<file path="src/epi_pkg.sv">
// Package of constants and types for the external pin interrupt block
// Notes on behaviour
// - The pin acts as a request input only while the pin function enable bit is set.
// - Bit 3 is a read-only event flag that reads 1 once an event was seen.
// - Writing 1 to the acknowledge bit 2 clears the event flag, save while the pin is asserted in level mode or an edge is detected in the same cycle.
// - Writing 0 to the acknowledge bit does nothing and the bit always reads 0.
// - In edge-and-level mode an acknowledge cannot clear the flag while the pin is asserted.
// - Interrupt enable bit 1 gates the request, which is high whenever the flag is set while bit 1 is 1.
// - Detection mode bit 0 picks edges only (0) or edges and levels (1).
// - Polarity bit 5 picks falling edge and low level (0) or rising and high (1).
// - In edge-and-level mode the flag sets on assertion and stays set while asserted.
// - With the pin enabled the pullup is on while pull disable bit 6 is 0.
package epi_pkg;

	// ------------------------------------------------------------
	// Register map
	// ------------------------------------------------------------
	localparam logic [7:0] EPI_CTRL_ADDR = 8'h00;
	localparam logic [7:0] EPI_CTRL_RESET = 8'h00;
	localparam int EPI_BIT_MODE = 0;
	localparam int EPI_BIT_IE = 1;
	localparam int EPI_BIT_ACK = 2;
	localparam int EPI_BIT_FLAG = 3;
	localparam int EPI_BIT_PE = 4;
	localparam int EPI_BIT_POL = 5;
	localparam int EPI_BIT_PDD = 6;
	localparam int EPI_SYNC_STAGES = 3;

	// ------------------------------------------------------------
	// Types
	// ------------------------------------------------------------
	typedef struct packed {
		logic pull_device_disable;
		logic polarity_select;
		logic pin_function_enable;
		logic event_interrupt_enable;
		logic detection_mode_select;
	} epi_ctrl_s;

	typedef struct packed {
		logic [7:0] addr;
		logic [7:0] wdata;
		logic wr;
		logic rd;
	} epi_bus_s;

endpackage : epi_pkg

</file>
<file path="src/epi_sync.sv">
// Three-stage pin synchroniser with agreement filter
`timescale 1ns/10ps
module epi_sync
	import epi_pkg::*;
(
	input wire logic core_clk,
	input wire logic reset_n,
	input wire logic clk_en,
	input wire logic pin_async,
	output logic pin_sync
);
	logic s1;
	logic s2;
	logic s3;
	wire agree = (s2 == s3);

	always_ff @(posedge core_clk or negedge reset_n) begin
		if (!reset_n) begin
			s1 <= 1'b1;
			s2 <= 1'b1;
			s3 <= 1'b1;
			pin_sync <= 1'b1;
		end else if (clk_en) begin
			s1 <= pin_async;
			s2 <= s1;
			s3 <= s2;
			if (agree) begin
				pin_sync <= s3;
			end
		end
	end
endmodule : epi_sync

</file>
<file path="src/epi_top.sv">
// External pin interrupt block with control register and interrupt output
//
// The placing of the registers and the plain strobed port are this design's own decisions.
`timescale 1ns/10ps
module epi_top
	import epi_pkg::*;
(
	input wire logic core_clk,
	input wire logic reset_n,
	input wire logic clk_en,
	input wire logic irq_pin,
	input wire logic [7:0] reg_addr,
	input wire logic [7:0] reg_wdata,
	input wire logic reg_wr,
	input wire logic reg_rd,
	output logic [7:0] reg_rdata,
	output logic irq_out,
	output logic pullup_en
);
	// ------------------------------------------------------------
	// State
	// ------------------------------------------------------------
	epi_ctrl_s ctrl;
	logic event_flag;
	logic pin_prev;
	logic pin_sync;

	epi_sync u_sync (
		.core_clk(core_clk),
		.reset_n(reset_n),
		.clk_en(clk_en),
		.pin_async(irq_pin),
		.pin_sync(pin_sync)
	);

	// Pin level matches the selected active sense
	function automatic logic is_active(input logic level, input logic pol);
		return level == pol;
	endfunction : is_active

	// ------------------------------------------------------------
	// Decode and detection
	// ------------------------------------------------------------
	wire hit = (reg_addr == EPI_CTRL_ADDR);
	wire wr_hit = reg_wr && hit;
	wire rd_hit = reg_rd && hit;
	wire ack_wr = wr_hit && reg_wdata[EPI_BIT_ACK];
	wire asserted = ctrl.pin_function_enable && is_active(pin_sync, ctrl.polarity_select);
	wire was_asserted = is_active(pin_prev, ctrl.polarity_select);
	wire edge_evt = asserted && !was_asserted;
	wire level_evt = ctrl.detection_mode_select && asserted;
	wire set_evt = edge_evt || level_evt;
	wire next_event_flag = set_evt || (event_flag && !ack_wr);
	wire [7:0] rd_value = {1'b0, ctrl.pull_device_disable, ctrl.polarity_select,
		ctrl.pin_function_enable, event_flag, 1'b0, ctrl.event_interrupt_enable,
		ctrl.detection_mode_select};
	wire next_irq = ctrl.event_interrupt_enable && next_event_flag;
	wire next_pullup = ctrl.pin_function_enable && !ctrl.pull_device_disable;

	// ------------------------------------------------------------
	// Registers
	// ------------------------------------------------------------
	always_ff @(posedge core_clk or negedge reset_n) begin
		if (!reset_n) begin
			ctrl <= '0;
			event_flag <= 1'b0;
			pin_prev <= 1'b1;
			reg_rdata <= 8'h00;
			irq_out <= 1'b0;
			pullup_en <= 1'b0;
		end else if (clk_en) begin
			if (wr_hit) begin
				ctrl <= {reg_wdata[EPI_BIT_PDD], reg_wdata[EPI_BIT_POL], reg_wdata[EPI_BIT_PE],
					reg_wdata[EPI_BIT_IE], reg_wdata[EPI_BIT_MODE]};
			end
			pin_prev <= pin_sync;
			event_flag <= next_event_flag;
			reg_rdata <= rd_hit ? rd_value : 8'h00;
			irq_out <= next_irq;
			pullup_en <= next_pullup;
		end
	end
endmodule : epi_top

</file>
<file path="config.mk">
export PLATFORM = sky130hd
export DESIGN_NAME = epi_top
export DESIGN_NICKNAME = d
export VERILOG_FILES = /design/src/epi_pkg.sv /design/src/epi_sync.sv /design/src/epi_top.sv
export SDC_FILE = /design/constraint.sdc
export NUM_CORES = 1
export LEC_CHECK = 0
export BUFFER_PORTS_ARGS = -buffer_cell sky130_fd_sc_hd__buf_2
export CAP_MARGIN = 0
export CELL_PAD_IN_SITES_DETAIL_PLACEMENT = 1
export CELL_PAD_IN_SITES_GLOBAL_PLACEMENT = 2
export CORE_ASPECT_RATIO = 0.5
export CORE_MARGIN = 2
export CORE_UTILIZATION = 26
export DETAILED_ROUTE_END_ITERATION = 10
export HOLD_SLACK_MARGIN = 0.05
export PLACE_DENSITY_LB_ADDON = 0.1
export SKIP_LAST_GASP = 1
export SLEW_MARGIN = 20
export SYNTH_ARGS = -nofsm -noshare
export SYNTH_HDL_FRONTEND = slang
export SYNTH_SLANG_ARGS = --single-unit
</file>
<file path="constraint.sdc">
create_clock -name core_clk -period 1.2 [get_ports core_clk]
set_input_delay 0.36 -clock core_clk [delete_from_list [all_inputs] [get_ports core_clk]]
set_output_delay 0.36 -clock core_clk [all_outputs]
set_load 0.02 [all_outputs]
</file>
==> flow_metrics.tcl <==
set metrics [dict create \
    hold_path.class "in -> reg" \
    insertedDiodeCount 0 \
    initial_core_util_pct 27.4 \
    ant_nets 0 \
    reg2reg_depth 3 \
    p_sw_w 0.000388 \
    cts-htree-levels 1 \
    fill_cells 348 \
    avgSynthCellArea_um2 12.6 \
    num_rows 14 \
    yosysUniqueCellTypes 24 \
    synth_commonest_cells "dfrtp_1, mux2_2, inv_1, o2bb2ai_1, dfstp_2" \
    drive_above_1_share_pct 62.4 \
    ys_seq_area_share_pct 58.0 \
    clkTransAtPathRegs_ns 0.07 \
    synth-edff-count 0 \
    period_needed_ns 1.24 \
    cp.required_ns 1.34 \
    end_kind "flip-flop" \
    dieArea_um2 3690 \
    seq_power_share_pct 52.2 \
    path_max_fanout 5 \
    grt-ovfl-total 0 \
    grt_pass1_vias 700 \
    coreArea_um2 3030 \
    grt_util_all_layers_pct 12.4 \
    skew_ns 0.00399 \
    cts_tree "yes" \
    route.detailed.drc 0 \
    yosysMostFrequentCell "dfrtp_1" \
    synthTopCellsByArea "dfrtp_1, dfstp_2, mux2_2" \
    cp_slowest_stage_delay_ns 0.37 \
    rsz0062_at_grt "yes" \
    cap_viol_max_count 0 \
    critical_path_class "in -> reg" \
    fin_util_pct 42.7 \
    grt_max_degree 20 \
    slowest_stage "nor4_4" \
    ir_drop_uv 594 \
    wire_per_inst_um 14.7 \
    yosys_most_used_dff "dfrtp_1" \
    cts-buffers-inserted 3 \
    leakage_nw 0.615 \
    violations "setup timing" \
    timing.rr.end "irq_out" \
    crit_end "ctrl[2]" \
    syn_area_um2 831 \
    synth_area_leader_cell "dfrtp_1" \
    hold_depth 2 \
    synthArstFlopShare_pct 100 \
    p_int_w 0.00112 \
    antenna_found_initial 0 \
    finalNetCount 132 \
    power_density_nw_per_um2 1170 \
    via_count 684 \
    wirelength_mm 2.19 \
    rrSetupSlack_ns -0.03 \
    yosysWarnings 0 \
    grt_first_pass_wirelength_mm 3.45 \
    ios 32 \
    areaGrowthSynthToFinish_pct 55.6 \
    fin_crit_sh_pct 103 \
    drv_slew 0 \
    synth-seq-cells 19 \
    drt_iter0_drc 9 \
    via_per_inst 4.59 \
    crit_path_start_kind "primary input" \
    yosysTopAreaCellShare_pct 42.2 \
    root_buffer "clkbuf_8" \
    ctsLongestPathBuffers 2 \
    cp_data_arrival_time_ns 1.38 \
    cp_cell_sequence "buf_6, nor4_4, nand4_4, mux2_4" \
    numPortBuffers 27 \
    fin_ws_ns -0.0367 \
    die_w_um 83.9 \
    crit_start "reg_addr[0]" \
    r2r_start "u_sync.pin_sync" \
    place_congestion 0.755 \
    totalNegativeSetupSlack_ns -0.156 \
    outcome "complete, but fails checks" \
    clkLatencyLatePin_ns 0.25 \
    netlist_instances 66 \
    drtPass1Iterations 2 \
    combPwrFrac_pct 18.8 \
    hold_start "reg_wdata[1]" \
    dp_hpwl_mm 1.56 \
    setup_violations 8 \
    clockPowerShare_pct 29.1 \
    switching_share_pct 25.7 \
    clock.fmax_ghz 0.809 \
    cts_sinks 19 \
    fp.dieH_um 44.0 \
    hold_viol_final 0 \
]
layer usage:
layer / vias up / global-route usage (%) / part of all wire (%)
met1: 342 / 15.7 / 47
met3: 2 / 5.52 / 5.5
met2: 22 / 20.5 / 47
met4: 0 / 1.94 / 0.32
li1: 318 / - / -
met5: - / 0 / 0
layout by cell type (no fill, tap or decap), types with 3 or more instances in the layout:
| master | synthesis | layout |
|---|---|---|
| clkbuf_8 | 0 | 3 |
| buf_4 | 2 | 12 |
| o21ai_0 | 3 | 3 |
| buf_2 | 0 | 23 |
| inv_1 | 7 | 7 |
| mux2_2 | 8 | 6 |
| dfstp_2 | 5 | 5 |
| o2bb2ai_2 | 0 | 3 |
| dfrtp_1 | 14 | 14 |
| buf_6 | 0 | 5 |
what timing repair did:
| item | CTS | global route |
|---|---|---|
| hold endpoints to repair | 3 | 0 |
| hold buffers | 1 | 0 |
| endpoints found under the setup margin | 7 | 13 |
| buffers inserted | 1 | 5 |
| resized for setup | 9 | 10 |
| pin swaps | 4 | 9 |
registers in the layout (all words and copies together), names as in the netlist:
| signal | flops |
|---|---|
| event_flag | 1 |
| u_sync.s2 | 1 |
| u_sync.s3 | 1 |
| irq_out | 1 |
| pullup_en | 1 |
| reg_rdata | 6 |
| ctrl | 5 |
| u_sync.s1 | 1 |
| u_sync.pin_sync | 1 |
| pin_prev | 1 |
power groups by stage:
stage | logic [W] | registers [W] | clock network (W)
floorplan | 0.000119 | 0.000780 | 0
global placement | 0.000218 | 0.000784 | 0
detailed placement | 0.000231 | 0.000786 | 0
CTS | 0.000269 | 0.000785 | 0.000469
global route | 0.000312 | 0.000799 | 0.000499
finish | 0.000284 | 0.000789 | 0.000440
stage by stage:
step	instances	instance area, um^2	total power [W]	hold WS, ns	setup WS [ns]
final	149	1290	0.00151	0.337	-0.0367
after global routing	149	1290	0.00161	0.322	-0.0743
after CTS	144	1180	0.00152	0.332	-0.0396
after detailed placement	138	1070	0.00102	0.330	-0.370
after floorplan	67	852	0.000899	0.0644	-0.129
after global placement	138	1070	0.00100	0.316	-0.338
logic make-up (layout without fill, tap and decap cells):
kind of cell    Yosys count  after routing  share of synthesized area (%)
mux                       8              8                           10.8
compound gates           15             15                           13.6
other cells               1              2                          0.451
buf+inv                  10             52                           5.42
flops                    19             19                           58.0
xor+xnor                  2              2                           2.11
simple gates             11             11                           9.64
layout make-up:
| cell class | instances | area [um^2] | area share [%] |
|---|---|---|---|
| Multi-Input combinational cell | 38 | 418 | 32.3 |
| Timing Repair Buffer | 41 | 272 | 21.0 |
| Inverter | 7 | 26.3 | 2.03 |
| Clock buffer | 4 | 45.0 | 3.48 |
| Sequential cell | 19 | 482 | 37.3 |
| Tap cell | 40 | 50.0 | 3.87 |
critical path, delay by kind of cell:
kind / cells / cell delay (ns)
buffers and inverters: 1 / 0.10
multiplexers: 1 / 0.34
AND/OR/NAND/NOR: 2 / 0.58
how the worst min path moves through the flow:
stage,endpoint,slack (ns)
2_1_floorplan,ctrl[0],0.06
3_3_place_gp,reg_rdata[5],0.32
3_5_place_dp,reg_rdata[5],0.33
4_1_cts,ctrl[1],0.33
5_1_grt,ctrl[2],0.32
6_report,ctrl[1],0.34
(Power assumes the default switching activity.)
